**config.mk**
```make
export PLATFORM = sky130hd
export DESIGN_NAME = rsm_pin_mux
export DESIGN_NICKNAME = d
export VERILOG_FILES = /design/src/common/rsm_pkg.sv /design/src/logic/rsm_strap_capture.sv /design/src/logic/rsm_pin_mux.sv
export SDC_FILE = /design/constraint.sdc
export NUM_CORES = 1
export LEC_CHECK = 0
export BUFFER_PORTS_ARGS = -buffer_cell sky130_fd_sc_hd__buf_2
export CAP_MARGIN = 20
export CELL_PAD_IN_SITES_DETAIL_PLACEMENT = 1
export CELL_PAD_IN_SITES_GLOBAL_PLACEMENT = 2
export CORE_UTILIZATION = 34
export DETAILED_ROUTE_END_ITERATION = 10
export GPL_TIMING_DRIVEN = 0
export PLACE_DENSITY_LB_ADDON = 0.1
export SLEW_MARGIN = 40
export SYNTH_ARGS = -nofsm -noshare
export SYNTH_HDL_FRONTEND = slang
export SYNTH_SLANG_ARGS = --single-unit
```
**constraint.sdc**
```tcl
create_clock -name clk_sys -period 2.2 [get_ports clk_sys]
set_clock_uncertainty 0.2 [all_clocks]
set_input_delay 0.44 -clock clk_sys [delete_from_list [all_inputs] [get_ports clk_sys]]
set_output_delay 0.44 -clock clk_sys [all_outputs]
set_load 0.005 [all_outputs]
```
**src/common/rsm_pkg.sv**
```systemverilog
// Constants, register map and lane mapping for the reset, strap and lane swap pin block
package rsm_pkg;

  // ----------------------------------------------------------------
  // Clock and sizes
  // ----------------------------------------------------------------
  localparam int CLK_SYS_HZ = 10_000_000;
  localparam int NUM_PAIRS  = 8;
  localparam int NUM_LANES  = 4;
  localparam int NUM_TP     = 8;
  localparam int STRAP_WAIT = 2;    // Synchroniser depth before the straps are valid

  // ----------------------------------------------------------------
  // Register map (byte offsets) and fields
  // ----------------------------------------------------------------
  localparam logic [7:0]  REG_CTRL     = 8'h00;
  localparam logic [7:0]  REG_TP_SEL   = 8'h04;
  localparam logic [7:0]  REG_TP2_DIV  = 8'h08;
  localparam logic [7:0]  REG_STATUS   = 8'h0C;
  localparam int          SWAP_LSB     = 0;      // Four-bit swap code, low two bits used
  localparam int          LANES_LSB    = 4;      // Three-bit count of active lanes
  localparam logic [15:0] CTRL_MASK    = 16'h007F;
  localparam logic [15:0] CTRL_RST     = 16'h0040;
  localparam logic [15:0] TP_SEL_RST   = 16'h0000;
  localparam logic [15:0] TP_SEL_DEBUG = 16'h5555;
  localparam int          STAT_DONE    = 8;

  // ----------------------------------------------------------------
  // Test point selections and strap codes
  // ----------------------------------------------------------------
  localparam logic [1:0] TP_FLOAT    = 2'h0;
  localparam logic [1:0] TP_FUNC     = 2'h1;
  localparam logic [1:0] TP_LOW      = 2'h2;
  localparam logic [1:0] TP_HIGH     = 2'h3;
  localparam logic [2:0] STRAP_QUIET = 3'h0;
  localparam logic [2:0] STRAP_DEBUG = 3'h2;

  // ----------------------------------------------------------------
  // Debug clock rates and the divider half periods derived from them
  // ----------------------------------------------------------------
  localparam int TP0_HZ     = 60_000_000;
  localparam int TP1_HZ     = 30_000_000;
  localparam int TP7_HZ     = 7_500_000;
  localparam int TP2_MIN_HZ = 700_000;
  localparam int TP2_MAX_HZ = 22_500_000;

  // Longest half period whose rate does not fall below the target, never below one cycle
  function automatic int half_of(int hz);
    int h;
    h = CLK_SYS_HZ / (2 * hz);
    return (h < 1) ? 1 : h;
  endfunction

  localparam logic [7:0] TP0_HALF    = 8'(half_of(TP0_HZ));
  localparam logic [7:0] TP1_HALF    = 8'(half_of(TP1_HZ));
  localparam logic [7:0] TP7_HALF    = 8'(half_of(TP7_HZ));
  localparam logic [7:0] TP2_HALF_LO = 8'(half_of(TP2_MAX_HZ));
  localparam logic [7:0] TP2_HALF_HI = 8'(half_of(TP2_MIN_HZ));

  // Source pair (A=0 .. H=7) for an array lane under a swap code
  function automatic logic [2:0] lane_src(logic [1:0] code, logic [1:0] lane);
    logic [11:0] map;
    case (code)
      2'h0:    map = {3'd4, 3'd5, 3'd2, 3'd3};  // D,C,F,E
      2'h2:    map = {3'd3, 3'd2, 3'd5, 3'd4};  // E,F,C,D
      2'h1:    map = {3'd0, 3'd1, 3'd6, 3'd7};  // H,G,B,A
      default: map = {3'd7, 3'd6, 3'd1, 3'd0};  // A,B,G,H
    endcase
    return map[lane * 3 +: 3];
  endfunction

endpackage

```
**src/logic/rsm_strap_capture.sv**
```systemverilog
// Test point strap synchroniser and one-time capture after reset release
`timescale 1ns/1ps
module rsm_strap_capture
  import rsm_pkg::*;
(
  // Clock and reset
  input  wire logic       clk_sys,
  input  wire logic       resetn,
  // Strap pins
  input  wire logic [7:0] tp_pins,
  // Captured strap
  output logic      [7:0] strap_ff,
  output logic            done_ff
);

  logic [7:0] sync1_ff;
  logic [7:0] nxt_sync1;
  logic [7:0] sync2_ff;
  logic [7:0] nxt_sync2;
  logic [1:0] wait_ff;
  logic [1:0] nxt_wait;
  logic [7:0] nxt_strap;
  logic       nxt_done;

  // ----------------------------------------------------------------
  // Capture
  // ----------------------------------------------------------------
  // Straps are taken once the synchroniser holds post-release samples
  always_comb begin
    nxt_sync1 = tp_pins;
    nxt_sync2 = sync1_ff;
    nxt_wait  = wait_ff;
    nxt_strap = strap_ff;
    nxt_done  = done_ff;
    if (!done_ff) begin
      if (wait_ff == 2'(STRAP_WAIT)) begin
        nxt_strap = sync2_ff;
        nxt_done  = 1'b1;      // Held until the next reset
      end else begin
        nxt_wait = wait_ff + 2'd1;
      end
    end
  end

  // Only reset clears the capture, so later pin changes are ignored
  always_ff @(posedge clk_sys or negedge resetn) begin
    if (!resetn) begin
      sync1_ff <= 8'h00;
      sync2_ff <= 8'h00;
      wait_ff  <= 2'h0;
      strap_ff <= 8'h00;
      done_ff  <= 1'b0;
    end else begin
      sync1_ff <= nxt_sync1;
      sync2_ff <= nxt_sync2;
      wait_ff  <= nxt_wait;
      strap_ff <= nxt_strap;
      done_ff  <= nxt_done;
    end
  end

  // ----------------------------------------------------------------
  // Checks
  // ----------------------------------------------------------------
  AST_STRAP_HOLD: assert property (
    @(posedge clk_sys) disable iff (!resetn)
    done_ff |=> (done_ff && $stable(strap_ff)))
    else $error("strap value changed after capture");

endmodule

```
**src/logic/rsm_pin_mux.sv**
```systemverilog
// Flash pin release, test point straps and outputs, and array lane swap
//
// Design decisions made here: the plain strobed port and the placing of the registers.
`timescale 1ns/1ps
module rsm_pin_mux
  import rsm_pkg::*;
(
  // Clock and reset
  input  wire logic        clk_sys,
  input  wire logic        resetn,
  // Register port
  input  wire logic [7:0]  reg_addr,
  input  wire logic [15:0] reg_wdata,
  input  wire logic        reg_wr,
  input  wire logic        reg_rd,
  output logic      [15:0] reg_rdata,
  // Flash signals from the core
  input  wire logic        flash_clk_core,
  input  wire logic        flash_out_core,
  input  wire logic        flash_sel0_core,
  input  wire logic        flash_sel1_core,
  // Flash pins
  output logic             flash_serial_clock_o,
  output logic             flash_serial_clock_oe_n,
  output logic             flash_serial_out_o,
  output logic             flash_serial_out_oe_n,
  output logic             flash_select_primary_o,
  output logic             flash_select_primary_oe_n,
  output logic             flash_select_secondary_o,
  output logic             flash_select_secondary_oe_n,
  // Test point pins
  input  wire logic [7:0]  test_point_bus_i,
  output logic      [7:0]  test_point_bus_o,
  output logic      [7:0]  test_point_bus_oe_n,
  output logic      [3:0]  mode_option,
  // Write lane pairs from the formatter
  input  wire logic [7:0]  fast_write_lane_pair_p,
  input  wire logic [7:0]  fast_write_lane_pair_n,
  input  wire logic        array_ctl_core,
  // Mirror array link
  input  wire logic        array_link_clk,
  output logic      [3:0]  mirror_array_lane_p,
  output logic      [3:0]  mirror_array_lane_n,
  output logic             mirror_array_hs_clk,
  output logic             mirror_array_ctl
);

  // ----------------------------------------------------------------
  // Declarations
  // ----------------------------------------------------------------
  logic [15:0] ctrl_ff, nxt_ctrl;
  logic [15:0] tp_sel_ff, nxt_tp_sel;
  logic [7:0]  tp2_div_ff, nxt_tp2_div;
  logic [15:0] rdata_ff, nxt_rdata;
  logic        done_seen_ff, nxt_done_seen;
  logic [3:0]  mode_ff, nxt_mode;
  logic [7:0]  strap_val;
  logic        strap_done;
  logic        strap_load;
  logic [1:0]  swap_code;
  logic [2:0]  lane_lim;
  logic [3:0]  fl_out_ff, nxt_fl_out;
  logic [3:0]  fl_oe_n_ff, nxt_fl_oe_n;
  logic        lk_s1_ff, lk_s2_ff, lk_s3_ff;
  logic        hs_edge;
  logic        ls_rise;
  logic [3:0]  lane_p_ff, nxt_lane_p;
  logic [3:0]  lane_n_ff, nxt_lane_n;
  logic        hs_clk_ff, nxt_hs_clk;
  logic        ctl_ff, nxt_ctl;
  logic [7:0]  div_cnt_ff [4];
  logic [7:0]  nxt_div_cnt [4];
  logic [3:0]  div_ph_ff, nxt_div_ph;
  logic [7:0]  div_half [4];
  logic [7:0]  func_lvl;
  logic [7:0]  tp_o_ff, nxt_tp_o;
  logic [7:0]  tp_oe_n_ff, nxt_tp_oe_n;
  logic        exp_p0;
  logic        exp_n0;

  // Strap capture runs in its own small module
  rsm_strap_capture rsm_strap_capture_inst (
    .clk_sys  (clk_sys),
    .resetn   (resetn),
    .tp_pins  (test_point_bus_i),
    .strap_ff (strap_val),
    .done_ff  (strap_done)
  );

  // ----------------------------------------------------------------
  // Registers
  // ----------------------------------------------------------------
  assign strap_load = strap_done & ~done_seen_ff;
  assign swap_code  = ctrl_ff[SWAP_LSB +: 2];  // Upper code digit ignored
  assign lane_lim   = (ctrl_ff[LANES_LSB +: 3] > 3'(NUM_LANES)) ? 3'(NUM_LANES)
                                                                : ctrl_ff[LANES_LSB +: 3];

  // Writes, strap defaults and registered read data
  always_comb begin
    nxt_ctrl      = ctrl_ff;
    nxt_tp_sel    = tp_sel_ff;
    nxt_tp2_div   = tp2_div_ff;
    nxt_rdata     = 16'h0000;
    nxt_done_seen = strap_done;
    nxt_mode      = mode_ff;
    if (reg_wr) begin
      if (reg_addr == REG_CTRL) begin
        nxt_ctrl = reg_wdata & CTRL_MASK;
      end else if (reg_addr == REG_TP_SEL) begin
        nxt_tp_sel = reg_wdata;
      end else if (reg_addr == REG_TP2_DIV) begin
        if (reg_wdata[7:0] < TP2_HALF_LO) begin
          nxt_tp2_div = TP2_HALF_LO;
        end else if (reg_wdata[7:0] > TP2_HALF_HI) begin
          nxt_tp2_div = TP2_HALF_HI;
        end else begin
          nxt_tp2_div = reg_wdata[7:0];
        end
      end
    end
    // Strap defaults win over a write in the one load cycle
    if (strap_load) begin
      nxt_tp_sel = (strap_val[2:0] == STRAP_DEBUG) ? TP_SEL_DEBUG : TP_SEL_RST;
      nxt_mode   = strap_val[6:3];
    end
    if (reg_rd) begin
      if (reg_addr == REG_CTRL) begin
        nxt_rdata = ctrl_ff;
      end else if (reg_addr == REG_TP_SEL) begin
        nxt_rdata = tp_sel_ff;
      end else if (reg_addr == REG_TP2_DIV) begin
        nxt_rdata = {8'h00, tp2_div_ff};
      end else if (reg_addr == REG_STATUS) begin
        nxt_rdata = {7'h00, strap_done, strap_val};
      end
    end
  end

  always_ff @(posedge clk_sys or negedge resetn) begin
    if (!resetn) begin
      ctrl_ff      <= CTRL_RST;
      tp_sel_ff    <= TP_SEL_RST;
      tp2_div_ff   <= TP2_HALF_HI;
      rdata_ff     <= 16'h0000;
      done_seen_ff <= 1'b0;
      mode_ff      <= 4'h0;
    end else begin
      ctrl_ff      <= nxt_ctrl;
      tp_sel_ff    <= nxt_tp_sel;
      tp2_div_ff   <= nxt_tp2_div;
      rdata_ff     <= nxt_rdata;
      done_seen_ff <= nxt_done_seen;
      mode_ff      <= nxt_mode;
    end
  end

  // ----------------------------------------------------------------
  // Flash pins
  // ----------------------------------------------------------------
  // Order: clock, data, primary select, secondary select
  always_comb begin
    nxt_fl_out  = {flash_sel1_core, flash_sel0_core, flash_out_core, flash_clk_core};
    nxt_fl_oe_n = 4'h0;
  end

  // Reset floats three pins so a programmer can own the flash
  always_ff @(posedge clk_sys or negedge resetn) begin
    if (!resetn) begin
      fl_out_ff  <= 4'h8;  // Secondary select held deselected
      fl_oe_n_ff <= 4'h7;  // Secondary select still driven
    end else begin
      fl_out_ff  <= nxt_fl_out;
      fl_oe_n_ff <= nxt_fl_oe_n;
    end
  end

  // ----------------------------------------------------------------
  // Array link
  // ----------------------------------------------------------------
  // Link clock is sampled; any change is a data edge, rises pace control
  assign hs_edge = lk_s2_ff ^ lk_s3_ff;
  assign ls_rise = lk_s2_ff & ~lk_s3_ff;

  always_comb begin
    nxt_lane_p = lane_p_ff;
    nxt_lane_n = lane_n_ff;
    nxt_hs_clk = hs_clk_ff;
    nxt_ctl    = ctl_ff;
    if (hs_edge) begin
      nxt_hs_clk = lk_s2_ff;
      for (int i = 0; i < NUM_LANES; i++) begin
        if (3'(i) < lane_lim) begin
          nxt_lane_p[i] = fast_write_lane_pair_p[lane_src(swap_code, 2'(i))];
          nxt_lane_n[i] = fast_write_lane_pair_n[lane_src(swap_code, 2'(i))];
        end else begin
          nxt_lane_p[i] = 1'b0;  // Unused lane idles
          nxt_lane_n[i] = 1'b0;
        end
      end
    end
    if (ls_rise) begin
      nxt_ctl = array_ctl_core;  // Single rate control path
    end
  end

  always_ff @(posedge clk_sys or negedge resetn) begin
    if (!resetn) begin
      lk_s1_ff  <= 1'b0;
      lk_s2_ff  <= 1'b0;
      lk_s3_ff  <= 1'b0;
      lane_p_ff <= 4'h0;
      lane_n_ff <= 4'h0;
      hs_clk_ff <= 1'b0;
      ctl_ff    <= 1'b0;
    end else begin
      lk_s1_ff  <= array_link_clk;
      lk_s2_ff  <= lk_s1_ff;
      lk_s3_ff  <= lk_s2_ff;
      lane_p_ff <= nxt_lane_p;
      lane_n_ff <= nxt_lane_n;
      hs_clk_ff <= nxt_hs_clk;
      ctl_ff    <= nxt_ctl;
    end
  end

  // ----------------------------------------------------------------
  // Test point outputs
  // ----------------------------------------------------------------
  // Dividers for points 0, 1, 2 and 7; fast rates clamp to one cycle
  assign div_half[0] = TP0_HALF;
  assign div_half[1] = TP1_HALF;
  assign div_half[2] = tp2_div_ff;
  assign div_half[3] = TP7_HALF;
  assign func_lvl    = {div_ph_ff[3], 4'b1101, div_ph_ff[2:0]};

  always_comb begin
    nxt_div_ph = div_ph_ff;
    for (int d = 0; d < 4; d++) begin
      if (div_cnt_ff[d] + 8'd1 >= div_half[d]) begin
        nxt_div_cnt[d] = 8'h00;
        nxt_div_ph[d]  = ~div_ph_ff[d];
      end else begin
        nxt_div_cnt[d] = div_cnt_ff[d] + 8'd1;
      end
    end
    // Pins stay inputs until the straps have been taken
    for (int t = 0; t < NUM_TP; t++) begin
      nxt_tp_o[t]    = 1'b0;
      nxt_tp_oe_n[t] = 1'b1;
      if (done_seen_ff && tp_sel_ff[2*t +: 2] != TP_FLOAT) begin
        nxt_tp_oe_n[t] = 1'b0;
        case (tp_sel_ff[2*t +: 2])
          TP_FUNC: nxt_tp_o[t] = func_lvl[t];
          TP_HIGH: nxt_tp_o[t] = 1'b1;
          default: nxt_tp_o[t] = 1'b0;
        endcase
      end
    end
  end

  always_ff @(posedge clk_sys or negedge resetn) begin
    if (!resetn) begin
      for (int d = 0; d < 4; d++) begin
        div_cnt_ff[d] <= 8'h00;
      end
      div_ph_ff  <= 4'h0;
      tp_o_ff    <= 8'h00;
      tp_oe_n_ff <= 8'hFF;
    end else begin
      for (int d = 0; d < 4; d++) begin
        div_cnt_ff[d] <= nxt_div_cnt[d];
      end
      div_ph_ff  <= nxt_div_ph;
      tp_o_ff    <= nxt_tp_o;
      tp_oe_n_ff <= nxt_tp_oe_n;
    end
  end

  // ----------------------------------------------------------------
  // Outputs
  // ----------------------------------------------------------------
  assign reg_rdata                   = rdata_ff;
  assign flash_serial_clock_o        = fl_out_ff[0];
  assign flash_serial_out_o          = fl_out_ff[1];
  assign flash_select_primary_o      = fl_out_ff[2];
  assign flash_select_secondary_o    = fl_out_ff[3];
  assign flash_serial_clock_oe_n     = fl_oe_n_ff[0];
  assign flash_serial_out_oe_n       = fl_oe_n_ff[1];
  assign flash_select_primary_oe_n   = fl_oe_n_ff[2];
  assign flash_select_secondary_oe_n = fl_oe_n_ff[3];
  assign test_point_bus_o            = tp_o_ff;
  assign test_point_bus_oe_n         = tp_oe_n_ff;
  assign mode_option                 = mode_ff;
  assign mirror_array_lane_p         = lane_p_ff;
  assign mirror_array_lane_n         = lane_n_ff;
  assign mirror_array_hs_clk         = hs_clk_ff;
  assign mirror_array_ctl            = ctl_ff;

  // ----------------------------------------------------------------
  // Checks
  // ----------------------------------------------------------------
  // Expected lane 0 source, sampled by the checks below
  assign exp_p0 = fast_write_lane_pair_p[lane_src(swap_code, 2'd0)];
  assign exp_n0 = fast_write_lane_pair_n[lane_src(swap_code, 2'd0)];

  AST_FLASH_FLOAT: assert property (@(posedge clk_sys)
    (!resetn ##1 !resetn) |-> (fl_oe_n_ff[2:0] == 3'h7))
    else $error("flash pins driven during reset");
  AST_SEL1_DRIVEN: assert property (@(posedge clk_sys)
    (!resetn ##1 !resetn) |-> (!fl_oe_n_ff[3]))
    else $error("secondary select released during reset");

  AST_SWAP_P: assert property (
    @(posedge clk_sys) disable iff (!resetn)
    (hs_edge && lane_lim != 3'd0) |=> (lane_p_ff[0] == $past(exp_p0)))
    else $error("lane 0 positive leg not from swap source");

  AST_SWAP_N: assert property (
    @(posedge clk_sys) disable iff (!resetn)
    (hs_edge && lane_lim != 3'd0) |=> (lane_n_ff[0] == $past(exp_n0)))
    else $error("lane 0 negative leg split from its pair");

  AST_LANE_IDLE: assert property (
    @(posedge clk_sys) disable iff (!resetn)
    (hs_edge && lane_lim < 3'd4) |=> (!lane_p_ff[3] && !lane_n_ff[3]))
    else $error("unused lane driven");

  AST_LS_SDR: assert property (
    @(posedge clk_sys) disable iff (!resetn)
    (hs_edge && !ls_rise) |=> ($stable(ctl_ff) && !hs_clk_ff))
    else $error("control path moved on a falling link edge");

  AST_TP_INPUT: assert property (
    @(posedge clk_sys) disable iff (!resetn)
    !done_seen_ff |=> (tp_oe_n_ff == 8'hFF))
    else $error("test point driven before strap capture");

  AST_TP_QUIET: assert property (
    @(posedge clk_sys) disable iff (!resetn)
    ($rose(strap_done) && strap_val[2:0] == STRAP_QUIET && !reg_wr)
      |-> ##2 (tp_oe_n_ff == 8'hFF))
    else $error("quiet strap drove a test point");

  AST_TP_DEBUG: assert property (
    @(posedge clk_sys) disable iff (!resetn)
    ($rose(strap_done) && strap_val[2:0] == STRAP_DEBUG && !reg_wr)
      |-> ##2 (tp_oe_n_ff == 8'h00 && tp_o_ff[6:3] == 4'b1101))
    else $error("debug strap levels wrong");

  AST_TP_SW: assert property (
    @(posedge clk_sys) disable iff (!resetn)
    (reg_wr && reg_addr == REG_TP_SEL && done_seen_ff)
      |=> (tp_sel_ff == $past(reg_wdata)))
    else $error("test point selection write lost");

  AST_MODE: assert property (
    @(posedge clk_sys) disable iff (!resetn)
    $rose(strap_done) |=> (mode_ff == strap_val[6:3]))
    else $error("mode option not taken from straps");

endmodule

```
==> impl_results.md, run 1 <==
- Status: finished, violations left
- Violated checks: setup timing
- Peak supply drop: 0.552 mV
- Area delta synth->final: 33.9%
- Maximum clock frequency: 431 MHz
- Max FO, Critical Path: 5
- Final slew viol count: 0
- Clk_lat worst skew: 0.42 ns
- Initial core utilization: 0.348
- Required @ worst endpoint: 2.30 ns
- Period utilization: 1.06
- Core Util, Final: 0.466
- Via count: 4,390
- WS Path Type: flip-flop to flip-flop
- Clock Root Buffer: clkbuf_16
- Vias in the first global route: 4,546
- Clock sink count: 149
- Global router's overall resource usage: 0.177
- Worst min-delay path category: input pin to flip-flop
- EDFF count, synth: 0
- Total Neg Setup Slack: -0.675 ns
- Critical Path AT: 2.42 ns
- Post-synthesis cell type count: 56
- CTS tree: yes
- Die W: 138 um
- Mapped Avg Cell Area: 12.8 um^2
- Final wirelength: 15,800 um
- Most frequent cells in the layout: dfrtp_1, buf_2, nand2_1, nor2_1
- Commonest non-fill, non-tap cell in the layout: dfrtp_1
- Post-route DRC: 0
- Gate Count Post-Synth: 489
- M1 GR Usage: 0.238
- Static Leak: 3.94 nW
- Share of cells above drive strength 1: 0.367
- Synth Flop Type: dfrtp_1
- Seq cells post-synth: 149
- H-tree depth: 4
- Die area: 19,000 um^2
- RePlAce Congestion: 0.842
- Hold worst-path end: mirror_array_ctl$_DFFE_PN0P_
- Post-Layout Cell Count: 908
- Hold depth: 2
- GRT overflow: 0
- Reg-to-Reg End: div_ph_ff[2]$_DFFE_PN0P_
- Wirelength per Cell: 17.4 um
- Largest net degree at the start of global routing: 73
- Yosys warns: 0
- Final hold vios: 0
- Post-synthesis sequential area ratio: 0.597
- Max clock buf depth: 2
- Hold wc startpoint: array_ctl_core
- First drt pass iteration count: 4
- Die Height: 138 um
- Post-detail-place hpwl: 11,200 um
- Top Usage Layer GRT: met2
- Flop2flop setup slack: -0.12 ns
- Post-DR vias/cell: 4.83
- Post-layout minimum cycle time: 2.32 ns
- Nets: 747
- Antenna Nets Post-Route: 0
- Crit end category: flip-flop
- Met3 Use GR: 0.0439
- Clk pin slew, worst setup/hold paths: 0.06 ns
- I/O pin cnt: 112
- Rows: 49
- RSZ-0062 raised after global routing: yes
- Met2 Use GR: 0.278
- Worst setup SP type: flip-flop
- Worst reg2reg path depth: 10
- Design Power: 7.30 mW
- Max_cap viols: 0
- Setup WS pre-CTS: -0.395 ns
- First-pass GRT wire length: 24,900 um
- DR iter-0 viols: 129
- Slew HR: 0.611
- Core area: 18,000 um^2
- Final worst slack: -0.122 ns
- Final setup viols: 9
- Worst slew pin tran: 0.583 ns
- Synthesized area: 6270 um^2
- Fillers: 1,924
- Pwr per Cell Area: 868 nW/um^2
- Reg-to-Reg Start: div_cnt_ff[8]$_DFF_PN0_
- Initial antenna violation count: 2
- Async S/R FF share, synth: 1.00
- Cells after DPL: 848
- Port bufs: 109
- TritonCTS Buffers: 17
## worst max path at each step
| stage | from | end | cells after the start |
|---|---|---|---|
| after floorplan | div_cnt_ff[8]$_DFF_PN0_ | div_ph_ff[2]$_DFFE_PN0P_ | 9 |
| after global placement | resetn | div_cnt_ff[14]$_DFF_PN0_ | 1 |
| after detailed placement | reg_addr[5] | tp2_div_ff[2]$_DFFE_PN1P_ | 7 |
| after CTS | ctrl_ff[1]$_DFFE_PN0P_ | mirror_array_lane_n[0]$_DFFE_PN0P_ | 6 |
| after global routing | div_cnt_ff[8]$_DFF_PN0_ | div_cnt_ff[11]$_DFF_PN0_ | 11 |
| final | div_cnt_ff[8]$_DFF_PN0_ | div_ph_ff[2]$_DFFE_PN0P_ | 10 |
## worst max-delay path: stages, from the launching register on
cell     delay (ns)
dfrtp_1        0.38
buf_6          0.12
ha_4           0.14
nand3_4        0.10
nor2_4         0.13
xor2_2         0.22
ha_4           0.24
a21o_1         0.18
a21oi_4        0.20
o21ai_4        0.11
xor2_1         0.17
## per-stage QoR
| stage | area (um^2) | hold WS (ns) |
|---|---|---|
| after detailed placement | 7250 | 0.113 |
| after global placement | 7180 | 0.135 |
| after floorplan | 6350 | -0.0556 |
| after global routing | 8400 | 0.0514 |
| final | 8400 | 0.0553 |
| after CTS | 8300 | 0.0388 |
## what timing repair did
| action | in CTS | in global routing |
|---|---|---|
| pin swaps | 17 | 7 |
| hold endpoints to repair | 88 | 0 |
| setup endpoints to repair | 25 | 18 |
| buffers inserted | 11 | 3 |
| gates resized for setup | 39 | 17 |
| gates cloned | 1 | 0 |
| hold buffers | 14 | 0 |
## flip-flops by register name, summed over array words and instances, names as in the netlist, 2 cells and up
signal                            flops
ctrl_ff                               7
div_cnt_ff                           32
div_ph_ff                             4
fl_out_ff                             4
mirror_array_lane_n                   4
mirror_array_lane_p                   4
mode_option                           4
reg_rdata                            16
rsm_strap_capture_inst.nxt_sync2      8
rsm_strap_capture_inst.strap_ff       8
rsm_strap_capture_inst.sync2_ff       8
rsm_strap_capture_inst.wait_ff        2
test_point_bus_o                      8
test_point_bus_oe_n                   8
tp2_div_ff                            8
tp_sel_ff                            16
## routing by layer
metal  vias to the layer above  wire length [um]
met2                       112              7500
met5                         -                 8
met1                      2195              7220
li1                       2062                 -
met4                         2               232
met3                        19               855
## power by group
group          switching [mW]  total, mW  internal (mW)
clock                    1.15       3.09           1.94
combinational           0.573       1.15          0.574
sequential              0.136       3.06           2.92
## final cells by class
cell class / count / area [um^2] / area share
diodes: 1 / 2.50 / 0.000298
plain buffers: 17 / 105 / 0.0125
clock buffers: 21 / 450 / 0.0536
clock inverters: 11 / 176 / 0.0210
inverters: 20 / 75.1 / 0.00893
multi-input cells: 321 / 2680 / 0.319
flip-flops and latches: 149 / 3750 / 0.446
well taps: 229 / 287 / 0.0341
repair buffers: 139 / 878 / 0.105
## logic make-up after synthesis
| family | Yosys count | share of synthesized area |
|---|---|---|
| buffers and inverters | 39 | 0.0295 |
| AO/OA/AOI/OAI | 77 | 0.0816 |
| adder cells (fa/ha/maj) | 24 | 0.0479 |
| XOR/XNOR | 15 | 0.0209 |
| other | 1 | 0.000598 |
| flip-flops | 149 | 0.597 |
| AND/OR/NAND/NOR | 135 | 0.117 |
| multiplexers | 49 | 0.106 |
## Yosys cell counts (all sizes together) (5+ instances only)
| master | number | share of area |
|---|---|---|
| nand3 | 7 | 0.0056 |
| buf | 9 | 0.012 |
| nor3 | 8 | 0.0072 |
| and2 | 17 | 0.017 |
| nor4 | 6 | 0.0084 |
| a21oi | 12 | 0.0096 |
| inv | 20 | 0.012 |
| o211a | 5 | 0.0080 |
| o21ai | 27 | 0.022 |
| clkbuf | 10 | 0.0060 |
| ha | 24 | 0.048 |
| nor2b | 10 | 0.010 |
| mux4 | 12 | 0.043 |
| nand2 | 27 | 0.016 |
| nor2 | 28 | 0.017 |
| dfstp | 14 | 0.059 |
| mux2i | 18 | 0.029 |
| and3 | 13 | 0.013 |
| xnor2 | 10 | 0.014 |
| dfrtp | 135 | 0.54 |
| xor2 | 5 | 0.0070 |
| mux2 | 19 | 0.034 |
(Power assumes the default switching activity.)
==> inputs of run 2 (changes only) <==
==> constraint.sdc (replaced) <==
create_clock -name clk_sys -period 2.02 [get_ports clk_sys]
set_clock_uncertainty 0.2 [all_clocks]
set_input_delay 0.101 -clock clk_sys [delete_from_list [all_inputs] [get_ports clk_sys]]
set_output_delay 0.101 -clock clk_sys [all_outputs]
set_load 0.005 [all_outputs]
==> run 2 against run 1 <==
  * The flow still finishes with violations (setup timing)
  * Final cell count up 5.3%
  * Via count up 6.1%
  * Largest power group unchanged
  * First-iteration DRC count up 13%
  * Die area unchanged
  * Combinational power up 13%
==> impl_results.md, run 2 (synthesis gave the netlist of run 1 again) <==
- Most frequent cells in the layout: dfrtp_1, buf_2, dlygate4sd3_1, nand2_1, buf_4
- Final wirelength: 17,000 um
- Worst reg2reg path depth: 8
- Violated checks: setup timing
- Initial antenna violation count: 1
- Post-detail-place hpwl: 11,300 um
- Max_cap viols: 0
- Max FO, Critical Path: 5
- Period utilization: 1.12
- Hold depth: 5
- Static Leak: 4.20 nW
- Flop2flop setup slack: -0.25 ns
- Hold worst-path end: mirror_array_lane_p[1]$_DFFE_PN0P_
- Required @ worst endpoint: 2.12 ns
- CTS tree: yes
- First drt pass iteration count: 4
- Rows: 49
- Hold wc startpoint: fast_write_lane_pair_p[5]
- Reg-to-Reg End: div_ph_ff[2]$_DFFE_PN0P_
- Area delta synth->final: 42.6%
- Antenna Nets Post-Route: 0
- WL met2: 8350 um
- Initial core utilization: 0.348
- Final hold vios: 0
- Clock sink count: 149
- Pwr per Cell Area: 905 nW/um^2
- Crit-path slowest cell: dfrtp_2
- Most used cell, CP: xor2_1
- Clk_lat worst skew: 0.43 ns
- Biggest register: div_cnt_ff
- Max stage delay on crit path: 0.45 ns
- Largest net degree at the start of global routing: 59
- Post-layout minimum cycle time: 2.27 ns
- Status: finished, violations left
- Core Util, Final: 0.496
- Share of cells above drive strength 1: 0.373
- I/O pin cnt: 112
- Commonest non-fill, non-tap cell in the layout: dfrtp_1
- DR iter-0 viols: 146
- Critical-path cell list: ha_4 -> buf_4 -> xor2_1 -> ha_1 -> a211o_1 -> a31oi_4 -> o21ai_4 -> xor2_1
- Nets: 796
- Antenna diodes: 0
- Maximum clock frequency: 441 MHz
- DR WL met3: 757 um
- H-tree depth: 4
- Worst slew pin tran: 0.585 ns
- Fillers: 1,933
- Final setup viols: 10
- Reg-to-Reg Start: div_cnt_ff[8]$_DFF_PN0_
- Total Neg Setup Slack: -1.66 ns
- RSZ-0062 raised after global routing: yes
- Crit end category: flip-flop
- Max clock buf depth: 2
- Die Height: 138 um
- TritonCTS Buffers: 17
- Wirelength per Cell: 17.8 um
- Critical Path AT: 2.37 ns
- Core area: 18,000 um^2
- Post-DR vias/cell: 4.87
- Highest Signal Layer: met5
- GRT overflow: 0
- Final slew viol count: 0
- Peak supply drop: 0.576 mV
- Final worst slack: -0.250 ns
- Clk pin slew, worst setup/hold paths: 0.06 ns
- Post-route DRC: 0
- Worst min-delay path category: input pin to flip-flop
- Vias in the first global route: 4,943
- WS Path Type: flip-flop to flip-flop
- Max reg flops: 32
- Die W: 138 um
- Worst setup SP type: flip-flop
- RePlAce Congestion: 0.825
- Met1 WL: 7740 um
- Global router's overall resource usage: 0.189
- First-pass GRT wire length: 26,600 um
- Slew HR: 0.610
- Via count: 4,658
- Die area: 19,000 um^2
- Port bufs: 109
- Clock Root Buffer: clkbuf_16
## run 2: cell count changes in the layout (fill, tap and decap cells not counted), sizes merged
| cell | change |
|---|---|
| dlygate4sd3 | +36 |
| inv | +1 |
| buf | +12 |
| diode | -1 |
| clkbuf | +3 |
| clkinvlp | -3 |
## run 2: per-stage QoR
stage / instance area, um^2 / power (mW) / worst slack (ns) / hold slack [ns] / cells
4_1_cts: 8760 / 8.04 / -0.262 / 0.0420 / 948
3_5_place_dp: 7280 / 4.23 / -0.419 / -0.197 / 848
5_1_grt: 8950 / 8.44 / -0.312 / 0.0603 / 956
3_3_place_gp: 7220 / 4.18 / -1.51 / 0.00690 / 846
2_1_floorplan: 6380 / 3.84 / -0.0672 / -0.395 / 508
6_report: 8950 / 8.10 / -0.250 / 0.00167 / 956
## run 2: layout make-up
type,instances,area [um^2],share of cell area
well taps,229,287,0.0320
inverters,20,75.1,0.00839
repair buffers,188,1350,0.150
flip-flops and latches,149,3750,0.419
plain buffers,17,105,0.0117
multi-input cells,321,2740,0.307
clock buffers,23,478,0.0534
clock inverters,9,164,0.0183
## run 2: worst max-delay path: cells and delay by family, from the launching register on
kind	cells	cell delay, ns
adders and majority gates	2	0.39
xor gates and xnor gates	2	0.33
buffers and inverters	1	0.14
AOI/OAI and AO/OA	3	0.64
DFF	1	0.45
## run 2: layer usage
layer / global-route usage / vias up
met3: 0.0417 / 14
li1: - / 2163
met2: 0.310 / 134
met5: 0 / -
met1: 0.249 / 2345
met4: 0.0592 / 2
## run 2: how the worst max path moves through the flow
stage,end,startpoint,slack (ns),depth (start not counted)
after global routing,div_ph_ff[2]$_DFFE_PN0P_,div_cnt_ff[8]$_DFF_PN0_,-0.31,9
after global placement,reg_rdata[5]$_DFF_PN0_,resetn,-1.51,1
after detailed placement,mirror_array_lane_n[1]$_DFFE_PN0P_,ctrl_ff[1]$_DFFE_PN0P_,-0.42,7
after CTS,div_ph_ff[2]$_DFFE_PN0P_,div_cnt_ff[8]$_DFF_PN0_,-0.26,9
after floorplan,div_ph_ff[2]$_DFFE_PN0P_,div_cnt_ff[8]$_DFF_PN0_,-0.07,9
final,div_ph_ff[2]$_DFFE_PN0P_,div_cnt_ff[8]$_DFF_PN0_,-0.25,8
## run 2: repair_timing
item                                   CTS  global route
gates resized for setup                 34            29
setup buffers                           18             8
setup endpoints to repair               28            25
gates cloned                             1             0
hold buffers                            51             0
endpoints found under the hold margin  204             0
pin swaps                               15            18
## run 2: where the power goes
group / total (mW) / leakage [nW] / switching (mW) / internal (mW)
logic: 1.30 / 2.04 / 0.640 / 0.656
registers: 3.35 / 1.85 / 0.164 / 3.19
clock network: 3.46 / 0.313 / 1.27 / 2.19
total: 8.10 / 4.20 / 2.08 / 6.03
